File: src/core/pcs_pkg.sv
// Shared constants and types for the program sequencing block
package pcs_pkg;

    // Datapath widths
    localparam int PC_W     = 13;   // Program counter width
    localparam int BYTE_W   = 8;    // Data register width
    localparam int HI_W     = 5;    // Upper counter bits and latch width
    localparam int TGT_W    = 11;   // Branch target field width
    localparam int ADDR_W   = 9;    // Indirect data address width
    localparam int STK_N    = 8;    // Return stack depth
    localparam int AXI_AW   = 8;    // Register bus address width
    localparam int AXI_DW   = 32;   // Register bus data width

    // Field positions
    localparam int PAGE_HI  = 4;    // Top page select bit of the latch
    localparam int PAGE_LO  = 3;    // Low page select bit of the latch
    localparam int BANK_POS = 7;    // Bank bit inside the status word

    // Register byte offsets
    localparam logic [AXI_AW-1:0] OFS_PC_LOW  = 8'h00;
    localparam logic [AXI_AW-1:0] OFS_LATCH   = 8'h04;
    localparam logic [AXI_AW-1:0] OFS_POINTER = 8'h08;
    localparam logic [AXI_AW-1:0] OFS_STATUS  = 8'h0c;

    // Reset values and interrupt vector
    localparam logic [PC_W-1:0]   RST_PC      = 13'h0000;
    localparam logic [HI_W-1:0]   RST_LATCH   = 5'h00;
    localparam logic [BYTE_W-1:0] RST_POINTER = 8'h00;
    localparam logic              RST_BANK    = 1'b0;
    localparam logic [PC_W-1:0]   IRQ_VECTOR  = 13'h0004;

    // Bus responses
    localparam logic [1:0] RESP_OKAY   = 2'h0;
    localparam logic [1:0] RESP_DECERR = 2'h3;

    // Operations reported by the execution core
    typedef enum logic [2:0] {
        OP_STEP,
        OP_GOTO,
        OP_CALL,
        OP_RET,
        OP_IRQ,
        OP_PCL_WR
    } pcs_op_t;

endpackage

File: src/core/pcs_sequencer.sv
// Program counter, return stack and indirect addressing with AXI4-Lite
`timescale 1ns/1ps
module pcs_sequencer #(
    parameter logic [pcs_pkg::PC_W-1:0] IRQ_VEC = pcs_pkg::IRQ_VECTOR
) (
    input  wire logic                         aclk,
    input  wire logic                         aresetn,
    // Register bus, write side
    input  wire logic [pcs_pkg::AXI_AW-1:0]   s_axi_awaddr,
    input  wire logic                         s_axi_awvalid,
    output logic                              s_axi_awready,
    input  wire logic [pcs_pkg::AXI_DW-1:0]   s_axi_wdata,
    input  wire logic [3:0]                   s_axi_wstrb,
    input  wire logic                         s_axi_wvalid,
    output logic                              s_axi_wready,
    output logic [1:0]                        s_axi_bresp,
    output logic                              s_axi_bvalid,
    input  wire logic                         s_axi_bready,
    // Register bus, read side
    input  wire logic [pcs_pkg::AXI_AW-1:0]   s_axi_araddr,
    input  wire logic                         s_axi_arvalid,
    output logic                              s_axi_arready,
    output logic [pcs_pkg::AXI_DW-1:0]        s_axi_rdata,
    output logic [1:0]                        s_axi_rresp,
    output logic                              s_axi_rvalid,
    input  wire logic                         s_axi_rready,
    // Execution core, one operation per cycle of exec_valid
    input  wire logic                         exec_valid,
    input  wire pcs_pkg::pcs_op_t             exec_op,
    input  wire logic [pcs_pkg::TGT_W-1:0]    exec_target,
    input  wire logic [pcs_pkg::BYTE_W-1:0]   exec_data,
    output logic [pcs_pkg::PC_W-1:0]          pc_addr,
    // Execution core, indirect data access
    input  wire logic                         ind_valid,
    input  wire logic                         ind_write,
    input  wire logic [pcs_pkg::BYTE_W-1:0]   ind_wdata,
    output logic [pcs_pkg::BYTE_W-1:0]        ind_rdata,
    output logic                              ind_done,
    // Data memory
    output logic [pcs_pkg::ADDR_W-1:0]        mem_addr,
    output logic                              mem_we,
    output logic                              mem_re,
    output logic [pcs_pkg::BYTE_W-1:0]        mem_wdata,
    input  wire logic [pcs_pkg::BYTE_W-1:0]   mem_rdata
);
    import pcs_pkg::*;

    // Block state, except the return stack, in one word
    typedef struct packed {
        logic [PC_W-1:0]    pc;         // Program counter
        logic [HI_W-1:0]    latch;      // pc_high_latch
        logic [BYTE_W-1:0]  pointer;    // file_select_pointer
        logic               bank;       // indirect_bank_bit
        logic               awready;    // Write address ready
        logic               wready;     // Write data ready
        logic               bvalid;     // Write response valid
        logic [1:0]         bresp;      // Write response code
        logic               arready;    // Read address ready
        logic               rvalid;     // Read data valid
        logic [1:0]         rresp;      // Read response code
        logic [AXI_DW-1:0]  rdata;      // Read data
        logic               aw_got;     // Write address held
        logic               w_got;      // Write data held
        logic [AXI_AW-1:0]  aw_addr;    // Held write address
        logic [BYTE_W-1:0]  wbyte;      // Held low data byte
        logic               wstrb0;     // Held low byte strobe
        logic [ADDR_W-1:0]  mem_addr;   // Resolved indirect address
        logic               mem_we;     // Memory write strobe
        logic               mem_re;     // Memory read strobe
        logic [BYTE_W-1:0]  mem_wdata;  // Memory write data
        logic               ind_pend;   // Indirect access in flight
        logic               ind_zero;   // Access selected the port
        logic               ind_done;   // Indirect answer pulse
        logic [BYTE_W-1:0]  ind_rdata;  // Indirect read result
    } pcs_top_state_t;

    pcs_top_state_t     state_reg;    // Registered state
    pcs_top_state_t     state_next;   // Next state
    logic               stk_push;     // Push request to stack
    logic               stk_pop;      // Pop request to stack
    logic [PC_W-1:0]    stk_wdata;    // Address to push
    logic [PC_W-1:0]    stk_top;      // Most recent return address

    // Return stack; its pointer has no path to the bus
    // eight deep stack
    pcs_ret_stack #(
        .DEPTH (STK_N),
        .W     (PC_W)
    ) u_stack (
        .aclk      (aclk),
        .aresetn   (aresetn),
        .push      (stk_push),
        .pop       (stk_pop),
        .push_data (stk_wdata),
        .top_data  (stk_top)
    );

    // Stack control from the core operation
    always_comb
    begin
        stk_push  = 1'b0;
        stk_pop   = 1'b0;
        stk_wdata = state_reg.pc + 13'h0001;
        if (exec_valid)
        begin
            case (exec_op)
                OP_CALL: stk_push = 1'b1;
                OP_IRQ:
                begin
                    stk_push  = 1'b1;
                    stk_wdata = state_reg.pc;
                end
                OP_RET:  stk_pop  = 1'b1;
                default: stk_pop  = 1'b0;
            endcase
        end
    end

    // Next state for bus, counter and indirect path
    always_comb
    begin
        logic               aw_hs;     // Address taken now
        logic               w_hs;      // Data taken now
        logic               wr_go;     // Perform the write
        logic [AXI_AW-1:0]  wa;        // Address used by write
        logic [BYTE_W-1:0]  wb;        // Byte used by write
        logic               ws;        // Strobe used by write
        logic               sw_pcl;    // Software low byte write
        logic [ADDR_W-1:0]  eff;       // Indirect address
        aw_hs  = s_axi_awvalid & state_reg.awready;
        w_hs   = s_axi_wvalid & state_reg.wready;
        wa     = aw_hs ? s_axi_awaddr : state_reg.aw_addr;
        wb     = w_hs ? s_axi_wdata[BYTE_W-1:0] : state_reg.wbyte;
        ws     = w_hs ? s_axi_wstrb[0] : state_reg.wstrb0;
        wr_go  = 1'b0;
        sw_pcl = 1'b0;
        // bank bit on top of pointer
        eff    = {state_reg.bank, state_reg.pointer};
        state_next = state_reg;

        // Write channel capture, address and data in either order
        if (aw_hs)
        begin
            state_next.aw_got  = 1'b1;
            state_next.aw_addr = s_axi_awaddr;
        end
        if (w_hs)
        begin
            state_next.w_got  = 1'b1;
            state_next.wbyte  = s_axi_wdata[BYTE_W-1:0];
            state_next.wstrb0 = s_axi_wstrb[0];
        end
        if (state_reg.bvalid && s_axi_bready)
            state_next.bvalid = 1'b0;

        // Both halves present: commit and answer
        if (state_next.aw_got && state_next.w_got && !state_reg.bvalid)
        begin
            wr_go              = 1'b1;
            state_next.aw_got  = 1'b0;
            state_next.w_got   = 1'b0;
            state_next.bvalid  = 1'b1;
            state_next.bresp   = RESP_OKAY;
            case (wa)
                OFS_PC_LOW:  sw_pcl = ws;
                OFS_LATCH:
                    if (ws)
                        state_next.latch = wb[HI_W-1:0];
                OFS_POINTER:
                    if (ws)
                        state_next.pointer = wb;
                OFS_STATUS:
                    if (ws)
                        state_next.bank = wb[BANK_POS];
                default: state_next.bresp = RESP_DECERR;
            endcase
        end

        // Each ready only while its own channel holds nothing and no answer waits
        state_next.awready = !state_next.aw_got && !state_next.bvalid;
        state_next.wready  = !state_next.w_got && !state_next.bvalid;

        // Read channel
        if (state_reg.rvalid && s_axi_rready)
            state_next.rvalid = 1'b0;
        if (s_axi_arvalid && state_reg.arready)
        begin
            state_next.rvalid = 1'b1;
            state_next.rresp  = RESP_OKAY;
            state_next.rdata  = '0;
            case (s_axi_araddr)
                OFS_PC_LOW:
                    state_next.rdata[BYTE_W-1:0] = state_reg.pc[7:0];
                OFS_LATCH:
                    state_next.rdata[HI_W-1:0] = state_reg.latch;
                OFS_POINTER:
                    state_next.rdata[BYTE_W-1:0] = state_reg.pointer;
                OFS_STATUS:
                    state_next.rdata[BANK_POS] = state_reg.bank;
                default: state_next.rresp = RESP_DECERR;
            endcase
        end
        state_next.arready = !state_next.rvalid;

        // Counter update; core operation takes priority over bus
        // latch untouched by stack traffic
        if (exec_valid)
        begin
            case (exec_op)
                // step by one, wraps at 13 bits
                OP_STEP:
                    state_next.pc = state_reg.pc + 13'h0001;
                OP_GOTO, OP_CALL:
                    state_next.pc = {state_reg.latch[PAGE_HI:PAGE_LO],
                                     exec_target};
                OP_RET:
                    state_next.pc = stk_top;
                // Vector to the interrupt entry
                OP_IRQ:
                    state_next.pc = IRQ_VEC;
                OP_PCL_WR:
                    state_next.pc = {state_reg.latch, exec_data};
                default:
                    state_next.pc = state_reg.pc;
            endcase
        end
        else if (sw_pcl && wr_go)
        begin
            state_next.pc = {state_reg.latch, wb};
        end

        // Indirect access, stage one: resolve and strobe memory
        // port itself holds no data
        state_next.mem_we   = 1'b0;
        state_next.mem_re   = 1'b0;
        state_next.ind_pend = 1'b0;
        state_next.ind_done = 1'b0;
        if (ind_valid)
        begin
            state_next.mem_addr  = eff;
            state_next.mem_wdata = ind_wdata;
            state_next.ind_pend  = 1'b1;
            state_next.ind_zero  = (state_reg.pointer == 8'h00);
            state_next.mem_we = ind_write &&
                                (state_reg.pointer != 8'h00);
            state_next.mem_re = !ind_write &&
                                (state_reg.pointer != 8'h00);
        end

        // Stage two: answer the core
        if (state_reg.ind_pend)
        begin
            state_next.ind_done = 1'b1;
            if (state_reg.ind_zero)
                state_next.ind_rdata = 8'h00;
            else if (state_reg.mem_re)
                state_next.ind_rdata = mem_rdata;
        end
    end

    // State register
    always_ff @(posedge aclk)
    begin
        if (!aresetn)
        begin
            state_reg         <= '0;
            state_reg.pc      <= RST_PC;
            state_reg.latch   <= RST_LATCH;
            state_reg.pointer <= RST_POINTER;
            state_reg.bank    <= RST_BANK;
        end
        else
        begin
            state_reg <= state_next;
        end
    end

    // Outputs straight from the state register
    assign s_axi_awready = state_reg.awready;
    assign s_axi_wready  = state_reg.wready;
    assign s_axi_bvalid  = state_reg.bvalid;
    assign s_axi_bresp   = state_reg.bresp;
    assign s_axi_arready = state_reg.arready;
    assign s_axi_rvalid  = state_reg.rvalid;
    assign s_axi_rresp   = state_reg.rresp;
    assign s_axi_rdata   = state_reg.rdata;
    assign pc_addr       = state_reg.pc;
    assign mem_addr      = state_reg.mem_addr;
    assign mem_we        = state_reg.mem_we;
    assign mem_re        = state_reg.mem_re;
    assign mem_wdata     = state_reg.mem_wdata;
    assign ind_rdata     = state_reg.ind_rdata;
    assign ind_done      = state_reg.ind_done;

endmodule // pcs_sequencer

File: src/core/pcs_ret_stack.sv
// Circular hardware return stack
`timescale 1ns/1ps
module pcs_ret_stack #(
    parameter int DEPTH = pcs_pkg::STK_N,
    parameter int W     = pcs_pkg::PC_W
) (
    input  wire logic         aclk,
    input  wire logic         aresetn,
    input  wire logic         push,
    input  wire logic         pop,
    input  wire logic [W-1:0] push_data,
    output logic      [W-1:0] top_data
);
    import pcs_pkg::*;

    localparam int PW = $clog2(DEPTH);

    // Pointer and entries held as one state word
    typedef struct packed {
        logic [PW-1:0]             ptr;  // Next free slot
        logic [DEPTH-1:0][W-1:0]   ent;  // Stored return addresses
    } pcs_stk_state_t;

    pcs_stk_state_t           state_reg;   // Registered state
    pcs_stk_state_t           state_next;  // Next state
    logic [DEPTH-1:0][W-1:0]  ent_next;    // Per-entry next values
    logic [PW-1:0]            top_idx;     // Most recent entry

    // Pointer wraps, so the ninth push lands on the first slot
    // circular pointer wrap
    assign top_idx  = state_reg.ptr - 1'b1;
    assign top_data = state_reg.ent[top_idx];

    // Per-entry write select
    genvar i;
    generate
        for (i = 0; i < DEPTH; i++)
        begin : g_ent
            assign ent_next[i] =
                (push && state_reg.ptr == PW'(i)) ?
                push_data : state_reg.ent[i];
        end
    endgenerate

    // Next state; overflow and underflow pass silently
    always_comb
    begin
        state_next     = state_reg;
        state_next.ent = ent_next;
        if (push)
            state_next.ptr = state_reg.ptr + 1'b1;
        else if (pop)
            state_next.ptr = top_idx;
    end

    // State register
    always_ff @(posedge aclk)
    begin
        if (!aresetn)
            state_reg <= '0;
        else
            state_reg <= state_next;
    end

endmodule // pcs_ret_stack

File: config.mk
export PLATFORM = sky130hd
export DESIGN_NAME = pcs_sequencer
export DESIGN_NICKNAME = d
export VERILOG_FILES = /design/src/core/pcs_pkg.sv /design/src/core/pcs_sequencer.sv /design/src/core/pcs_ret_stack.sv
export SDC_FILE = /design/constraint.sdc
export NUM_CORES = 1
export LEC_CHECK = 0
export BUFFER_PORTS_ARGS = -buffer_cell sky130_fd_sc_hd__buf_2
export CORE_ASPECT_RATIO = 1.4
export CORE_MARGIN = 5
export CORE_UTILIZATION = 57
export CTS_CLUSTER_SIZE = 24
export DETAILED_ROUTE_END_ITERATION = 10
export PLACE_DENSITY = 0.82
export SETUP_SLACK_MARGIN = 0.3
export SLEW_MARGIN = 40
export SYNTH_ARGS = -nofsm -noshare
export SYNTH_HDL_FRONTEND = slang
export SYNTH_HIERARCHICAL = 1
export SYNTH_SLANG_ARGS = --single-unit
File: constraint.sdc
create_clock -name aclk -period 4.2 [get_ports aclk]
set_clock_uncertainty 0.1 [all_clocks]
set_input_delay 0.21 -clock aclk [delete_from_list [all_inputs] [get_ports aclk]]
set_output_delay 0.21 -clock aclk [all_outputs]
set_load 0.05 [all_outputs]
==> impl_metrics.ini, run 1 <==
[die]
dieArea_um2 = 21100
initial_core_util_pct = 58.0
core_area_um2 = 18000
ios = 182
fp.dieW_um = 124
rows = 58
die_y_um = 170

[clock_tree]
clkTransAtPathRegs_ns = 0.07
cts_tree = built
post_cts_resized = 0
worstSkewPairLatency_ns = 0.43
cts_buffer_depth = 2
numCtsBuffers = 17
clock_sinks = 198
h-tree-depth = 4
clockRootBuffer = clkbuf_16

[timing]
max-slew-margin-rel_pct = 44.7
max_freq_mhz = 311
setup_viol = 0
fin_tns_setup_ns = 0
hold_violations = 0
layout_min_cycle_time_ns = 3.22
tightest_slew_ns = 0.824
rsz0062_at_grt = no
period_share_pct = 76.7
final_max_slew_viol_count = 0

[layout]
layout-drive-gt1-share_pct = 16.1
nNetsFinal = 1392
largest_register_ffs = 107
fillers = 1482
multi_input_area_um2 = 5550
fin_area_um2 = 11500
area_growth_pct = 9.94
antennaDiodeCount = 0
regArea_um2 = 3960

[logic_synthesis]
synth_top_family_by_area = simple AND/OR/NAND/NOR gates
synthesis.area_um2 = 10400
yosysUniqueCellTypes = 60
syn_inst = 1242
ys_warn_count = 6
synth.area.top_cells = dfxtp_1 38%, nand2_1 9.6%, mux2i_1 8.8%
yosys-mux-area-fraction_pct = 10.1
synth_area_per_cell_um2 = 8.40
synth_top_area_cell = dfxtp_1
synthFlopType = dfxtp_1
ys_seq_area_share_pct = 38.0
synth-compound-area-share_pct = 15.9
synth-simple-area-share_pct = 23.0
yosys.area_share.adder_pct = 0.959
synthXorXnorAreaFrac_pct = 1.99
ys_ff_latch = 198
yosysMostFrequentCell = nand2_1
synthTopCellsByCount = 268 x nand2_1, 198 x dfxtp_1, 100 x a21boi_1
synthArstFlopShare_pct = 0
synth_edf_count = 0
yosys.area.top_type_share_pct = 38.0

[place]
io_buffers = 130
placed_area_um2 = 10600
finalWeightedCongestion = 0.868
hpwl_um = 18800

[pwr]
finalPower_w = 0.00431
ir_drop_uv = 277
p_leak_nw = 4.44
power_density_nw_per_um2 = 376

[global_route]
antenna_found_initial = 0
grt_pass1_vias = 8594
grt_overflow = 0
grt_pass1_wl_um = 44900
grt.total_usage_pct = 26.0
grt_max_degree = 111

[worst_hold_path]
min_path_type = in -> reg

[critical_path]
cp.arrival_ns = 3.41
crit_path_end_kind = register
r2r_cells = 10
critPathKind = reg -> reg
cp-endpoint = pc_addr[4]
startpoint_type = register
crit_start = u_stack/state_reg[104]
rrSetupSlack_ns = 0.98
crit_required_ns = 4.39
path_max_fanout = 29
r2r-end = pc_addr[4]
worstReg2RegStart = u_stack/state_reg[104]

[route]
dr.pass1.iters = 6
drc = 0
ant_nets = 0
wl_per_cell_um = 18.7
wirelength_um = 28700
drt_iter0_markers = 881
avgViaCountPerCell = 5.82
via_count = 8943

[flow_run]
maxCapViolations = 0

[status]
status = finished, final reports clean
[what timing repair did]
| item | CTS | global route |
|---|---|---|
| hold buffers | 26 | 0 |
| setup buffers | 0 | 0 |
| endpoints found under the hold margin | 27 | 0 |
[critical path, stage by stage (launching register included)]
cell and delay [ns]:
dfxtp_1 0.32, inv_2 0.41, ha_1 0.47, xor2_4 0.49
nand3_1 0.12, and4_1 0.25, mux2_2 0.26, a22oi_1 0.18
o22ai_1 0.10, a211oi_1 0.28, o31ai_2 0.09
[worst min-delay path by stage]
| stage | endpoint | cells after the start | slack (ns) | start |
|---|---|---|---|---|
| floorplan | mem_re | 1 | 0.18 | ind_write |
| global placement | mem_re | 2 | 0.29 | ind_write |
| detailed placement | mem_re | 2 | 0.31 | ind_write |
| CTS | s_axi_rresp[0] | 3 | 0.01 | s_axi_arvalid |
| global route | s_axi_rresp[0] | 3 | 0.03 | s_axi_arvalid |
| finish | s_axi_rresp[0] | 3 | 0.01 | s_axi_arvalid |
[cell families after synthesis]
group | count (synthesis)
adders and majority gates | 8
DFF | 198
muxes | 104
AOI/OAI and AO/OA | 225
and+or+nand+nor | 504
xor gates and xnor gates | 22
other | 1
buffers and inverters | 180
[layer usage]
metal,vias up,GRT usage (%),part of all wire [%]
li1,4231,-,-
met1,4215,29.2,39
met2,384,46.2,50
met3,113,4.99,6.0
met4,0,14.7,5.2
met5,-,0,0
[power by group]
group / total, W / switching (W) / internal (W)
Combinational: 0.000695 / 0.000446 / 0.000249
Clock: 0.00166 / 0.000757 / 0.000907
Sequential: 0.00195 / 0.0000409 / 0.00191
Total: 0.00431 / 0.00124 / 0.00307
[stage by stage]
step	hold slack, ns	setup WS (ns)	util [%]	instances
after detailed placement	0.307	0.894	58.8	1479
after global routing	0.0314	0.820	63.7	1537
after CTS	0.0104	0.875	63.5	1537
final	0.0144	0.980	63.7	1537
after global placement	0.287	0.947	58.8	1479
after floorplan	0.182	1.12	-	1265
[cell type report]
| class | count | area share (%) |
|---|---|---|
| multi-input cells | 887 | 48.4 |
| flip-flops and latches | 198 | 34.6 |
| repair buffers | 171 | 8.98 |
| clock buffers | 20 | 3.89 |
| well taps | 240 | 2.62 |
| clock inverters | 12 | 1.24 |
| inverters | 9 | 0.295 |
[cells in the final DEF, fill, tap and decap left out, drive strengths merged, types with 8 or more instances in the layout]
master / synthesis / routed
and4: 14 / 14
xor2: 11 / 11
mux2: 12 / 12
conb: 1 / 24
a21oi: 14 / 14
and3: 11 / 11
a22oi: 19 / 19
nor4: 8 / 8
inv: 9 / 14
buf: 114 / 145
mux2i: 92 / 92
xnor2: 11 / 11
o31ai: 9 / 9
ha: 8 / 8
nand2: 268 / 268
a21boi: 116 / 116
clkbuf: 57 / 20
nor2: 35 / 35
and2: 10 / 10
nor2b: 44 / 44
nor3: 9 / 9
dfxtp: 198 / 198
o21ai: 27 / 27
nand3: 76 / 76
dlygate4sd3: 0 / 26
(Power assumes the default switching activity.)
==> run 2: changes to the inputs <==
==> constraint.sdc (replaced) <==
create_clock -name aclk -period 3.3 [get_ports aclk]
set_clock_uncertainty 0.1 [all_clocks]
set_input_delay 0.165 -clock aclk [delete_from_list [all_inputs] [get_ports aclk]]
set_output_delay 0.165 -clock aclk [all_outputs]
set_load 0.05 [all_outputs]
==> impl_metrics.ini, run 2 (synthesis results as in run 1) <==
[status]
status = finished, final reports clean

[timing]
holdWs_ns = 0.00583
setup_viol = 0
tightest_slew_ns = 0.840
layout_min_cycle_time_ns = 2.82
max_freq_mhz = 355
final_max_slew_viol_count = 0
fin_tns_setup_ns = 0
max-slew-margin-rel_pct = 43.6
rsz0062_at_grt = no
period_share_pct = 85.5
hold_violations = 0

[layout]
fillers = 1467
final_common_cell = nand2_1
mostFrequentLayoutCells = 268 x nand2_1, 197 x dfxtp_1, 129 x buf_2
layout-drive-gt1-share_pct = 16.9
fin_area_um2 = 11600
largest_register_ffs = 107
nNetsFinal = 1406
area_growth_pct = 11.1
antennaDiodeCount = 0
final_core_util_pct = 64.4

[critical_path]
crit_required_ns = 3.53
worst-path-stages = 11
r2r-end = pc_addr[1]
worstReg2RegStart = u_stack/state_reg[104]
cpPeakStageDelay_ns = 0.32
cp.arrival_ns = 3.05
crit_path_end_kind = register
crit_buf_inv = 2
cp-endpoint = pc_addr[1]
rrSetupSlack_ns = 0.48
crit_chain = inv_2 > ha_4 > xor2_4 > buf_4 > nand3_1 > and4_1 > mux2_2 > a22oi_1 > o21ai_0 > o221ai_1 > a21boi_0
startpoint_type = register
slowest_stage = dfxtp_1
r2r_cells = 11
critPathKind = reg -> reg
crit_family = compound AO/OA/AOI/OAI gates
crit_start = u_stack/state_reg[104]
path_max_fanout = 14

[place]
finalWeightedCongestion = 0.868
hpwl_um = 19100
io_buffers = 130
placed_area_um2 = 10700

[pwr]
finalPower_w = 0.00544
power.net_switching_w = 0.00163
pwr-share-clk_pct = 37.4
p_int_w = 0.00380
ir_drop_uv = 362
p_leak_nw = 4.50
p_seq_share_pct = 45.6
swShare_pct = 30.1
combPwrFrac_pct = 17.0
power_density_nw_per_um2 = 469

[route]
avgViaCountPerCell = 5.84
via_count = 9056
drc = 0
dr.pass1.iters = 5
drt_iter0_markers = 860
ant_nets = 0
wirelength_um = 29100
wl_per_cell_um = 18.8

[die]
rows = 58
fp.dieW_um = 124
ios = 182
initial_core_util_pct = 58.0
core_area_um2 = 18000
die_y_um = 170
dieArea_um2 = 21100

[global_route]
grt_pass1_vias = 8761
antenna_found_initial = 0
grt_overflow = 0
grt.total_usage_pct = 26.4
grt_pass1_wl_um = 45600
grt_max_degree = 70

[clock_tree]
h-tree-depth = 4
cts_tree = built
worstSkewPairLatency_ns = 0.44
clockRootBuffer = clkbuf_16
numCtsBuffers = 17
clkTransAtPathRegs_ns = 0.08
cts_buffer_depth = 2
clock_sinks = 198
post_cts_buffers = 0

[flow_run]
maxCapViolations = 0

[worst_hold_path]
hold_start = s_axi_awaddr[3]
min_path_cells = 4
min_path_type = in -> reg
run 2: changes by cell type in the layout (fill, tap and decap cells not counted), sizes merged:
cell / delta
clkbuf: -1
clkinv: +3
dlygate4sd3: +3
buf: +11
bufinv: -2
run 2: power by group through the flow:
stage	clock network, W	logic, W	registers, W
global placement	0	0.000854	0.00253
CTS	0.00204	0.000899	0.00247
floorplan	0	0.000692	0.00253
detailed placement	0	0.000868	0.00253
global route	0.00213	0.000980	0.00248
finish	0.00203	0.000924	0.00248
run 2: layer usage:
metal	part of all wire, %	vias up	GRT usage (%)	wire length [µm]
li1	-	4249	-	-
met4	4.5	0	13.5	1320
met2	51	399	48.3	14800
met3	6.0	99	4.68	1760
met1	39	4309	29.3	11200
met5	0	-	0	0
run 2: layout make-up:
| class | instances | area [µm²] | area share, % |
|---|---|---|---|
| tap | 240 | 300 | 2.59 |
| sequential | 198 | 3970 | 34.2 |
| timing repair buffer | 185 | 1160 | 10.0 |
| multi-input combinational | 887 | 5570 | 48.0 |
| inverter | 9 | 33.8 | 0.291 |
| clock buffer | 19 | 453 | 3.91 |
| clock inverter | 13 | 111 | 0.961 |
run 2: worst min-delay path by stage:
stage                          endpoint  slack (ns)
final                     state_reg[42]       0.006
after global routing         pc_addr[4]        0.05
after CTS                 state_reg[42]       0.003
after detailed placement         mem_re        0.24
after global placement           mem_re        0.24
after floorplan                  mem_re        0.14
run 2: timing repair:
item                                   in CTS  in global routing
resized for setup                           0                  6
endpoints found under the hold margin      31                  0
setup endpoints to repair                   0                  2
hold buffers                               29                  0
run 2: through the flow:
stage               worst slack [ns]  std cells
floorplan                      0.337       1265
finish                         0.480       1551
global route                   0.308       1551
global placement               0.426       1490
CTS                            0.366       1551
detailed placement             0.384       1490
run 2: worst min-delay path, cell delays in order:
cell and delay [ns]:
buf_2 0.10, nand2_1 0.05, nand2_1 0.08, and2_1 0.12
==> run 3: changes to the inputs <==
--- a/config.mk
+++ b/config.mk
@@ -6,7 +6,6 @@
 export NUM_CORES = 1
 export LEC_CHECK = 0
 export BUFFER_PORTS_ARGS = -buffer_cell sky130_fd_sc_hd__buf_2
-export CORE_ASPECT_RATIO = 1.4
 export CORE_MARGIN = 5
 export CORE_UTILIZATION = 57
 export CTS_CLUSTER_SIZE = 24
==> impl_metrics.ini, run 3 (synthesis results as in run 1) <==
[status]
status = finished, final reports clean

[clock_tree]
post_cts_buffers = 0
worstSkewPairLatency_ns = 0.44
numCtsBuffers = 17
clkTransAtPathRegs_ns = 0.08
cts_tree = built
h-tree-depth = 4
clock_sinks = 198
cts_buffer_depth = 2
clockRootBuffer = clkbuf_16

[layout]
largest_register_ffs = 107
layout-drive-gt1-share_pct = 16.4
antennaDiodeCount = 0
instances_no_fill = 1531
fillers = 1415
area_growth_pct = 10.9
nNetsFinal = 1398
mostFrequentLayoutCells = 268 x nand2_1, 198 x dfxtp_1, 129 x buf_2
final_common_cell = nand2_1

[global_route]
grt_pass1_wl_um = 44200
grt_pass1_vias = 8529
grt.total_usage_pct = 25.2
grt_max_degree = 71
antenna_found_initial = 0
grt_overflow = 0

[critical_path]
crit_buf_inv = 3
r2r-end = pc_addr[10]
worst-path-stages = 11
critPathKind = reg -> reg
worstReg2RegStart = u_stack/state_reg[104]
cpPeakStageDelay_ns = 0.33
startpoint_type = register
cp.arrival_ns = 3.05
crit_family = buffers and inverters
crit_top_cell = buf_4
crit_chain = inv_2 > ha_2 > xor2_4 > buf_4 > buf_4 > nand3_1 > and4_1 > mux2_2 > o221ai_1 > o2bb2ai_1 > o221a_2
r2r_cells = 11
rrSetupSlack_ns = 0.47
slowest_stage = dfxtp_1
crit_path_end_kind = register
path_max_fanout = 12
crit_required_ns = 3.52

[timing]
layout_min_cycle_time_ns = 2.83
fin_tns_setup_ns = 0
final_max_slew_viol_count = 0
max_freq_mhz = 353
period_share_pct = 85.8
hold_violations = 0
finalWorstSetupSlack_ns = 0.469
max-slew-margin-rel_pct = 41.3
rsz0062_at_grt = no
tightest_slew_ns = 0.875
holdWs_ns = 0.0129
setup_viol = 0

[die]
rows = 49
fp.dieW_um = 145
initial_core_util_pct = 58.1
core_area_um2 = 18000
dieArea_um2 = 21100
ios = 182
die_y_um = 145

[pwr]
power_density_nw_per_um2 = 476
swShare_pct = 29.8
finalPower_w = 0.00550
p_int_w = 0.00386
p_seq_share_pct = 45.0
combPwrFrac_pct = 16.7
ir_drop_uv = 359
p_leak_nw = 4.50
pwr-share-clk_pct = 38.2
power.net_switching_w = 0.00164

[worst_hold_path]
hold_start = s_axi_wdata[6]
min_path_cells = 3
min_path_type = in -> reg
min_delay_worst_endpoint = state_reg[37]

[route]
drc = 0
ant_nets = 0
avgViaCountPerCell = 5.80
via_count = 8883
dr.pass1.iters = 5
wirelength_um = 27600
wl_per_cell_um = 18.0
drt_iter0_markers = 800

[place]
dp_cells = 1471
io_buffers = 130
finalWeightedCongestion = 0.889
hpwl_um = 18600
dpl_worst_slack_ns = 0.458

[flow_run]
maxCapViolations = 0
run 3: power by group through the flow:
stage	Clock (W)	Combinational (W)	Sequential, W
2_1_floorplan	0	0.000692	0.00253
3_3_place_gp	0	0.000852	0.00253
3_5_place_dp	0	0.000863	0.00253
4_1_cts	0.00213	0.000894	0.00248
5_1_grt	0.00225	0.000979	0.00248
6_report	0.00211	0.000921	0.00248
run 3: worst reg2reg max path, cell delays in order (launching register included):
cell and delay [ns]:
dfxtp_1 0.33, inv_2 0.16, ha_2 0.33, xor2_4 0.25, buf_4 0.23, buf_4 0.20, nand3_1 0.08, and4_1 0.25
mux2_2 0.27, o221ai_1 0.17, o2bb2ai_1 0.11, o221a_2 0.24
run 3: cell type report:
type                       instances  area, µm²  area share [%]
multi-input combinational        887       5560            48.1
sequential                       198       3960            34.3
timing repair buffer             177       1120            9.65
clock buffer                      17        425            3.68
tap                              229        287            2.48
clock inverter                    14        179            1.55
inverter                           9       33.8           0.292
run 3: per-stage QoR:
stage | cell area, µm² | utilization [%]
floorplan | 10500 | -
global placement | 10600 | 59.2
detailed placement | 10600 | 59.2
CTS | 11500 | 64.2
global route | 11600 | 64.4
finish | 11600 | 64.4
run 3: per-layer routing:
layer	part of all wire, %	track usage (%)	vias to the layer above
li1	-	-	4247
met1	41	31.7	4153
met2	47	40.9	407
met3	8.9	6.86	76
met4	3.3	10.6	0
met5	0	0	-
run 3: what timing repair did:
item | in CTS | in global routing
endpoints found under the setup margin | 0 | 4
gates resized for setup | 0 | 4
hold buffers | 29 | 0
hold endpoints to repair | 31 | 0
run 3: how the worst max path moves through the flow:
stage,from,slack (ns),end
3_5_place_dp,u_stack/state_reg[105],0.46,pc_addr[4]
5_1_grt,u_stack/state_reg[104],0.31,pc_addr[10]
6_report,u_stack/state_reg[104],0.47,pc_addr[10]
3_3_place_gp,u_stack/state_reg[105],0.53,pc_addr[3]
4_1_cts,u_stack/state_reg[105],0.43,pc_addr[4]
2_1_floorplan,u_stack/state_reg[104],0.34,pc_addr[4]
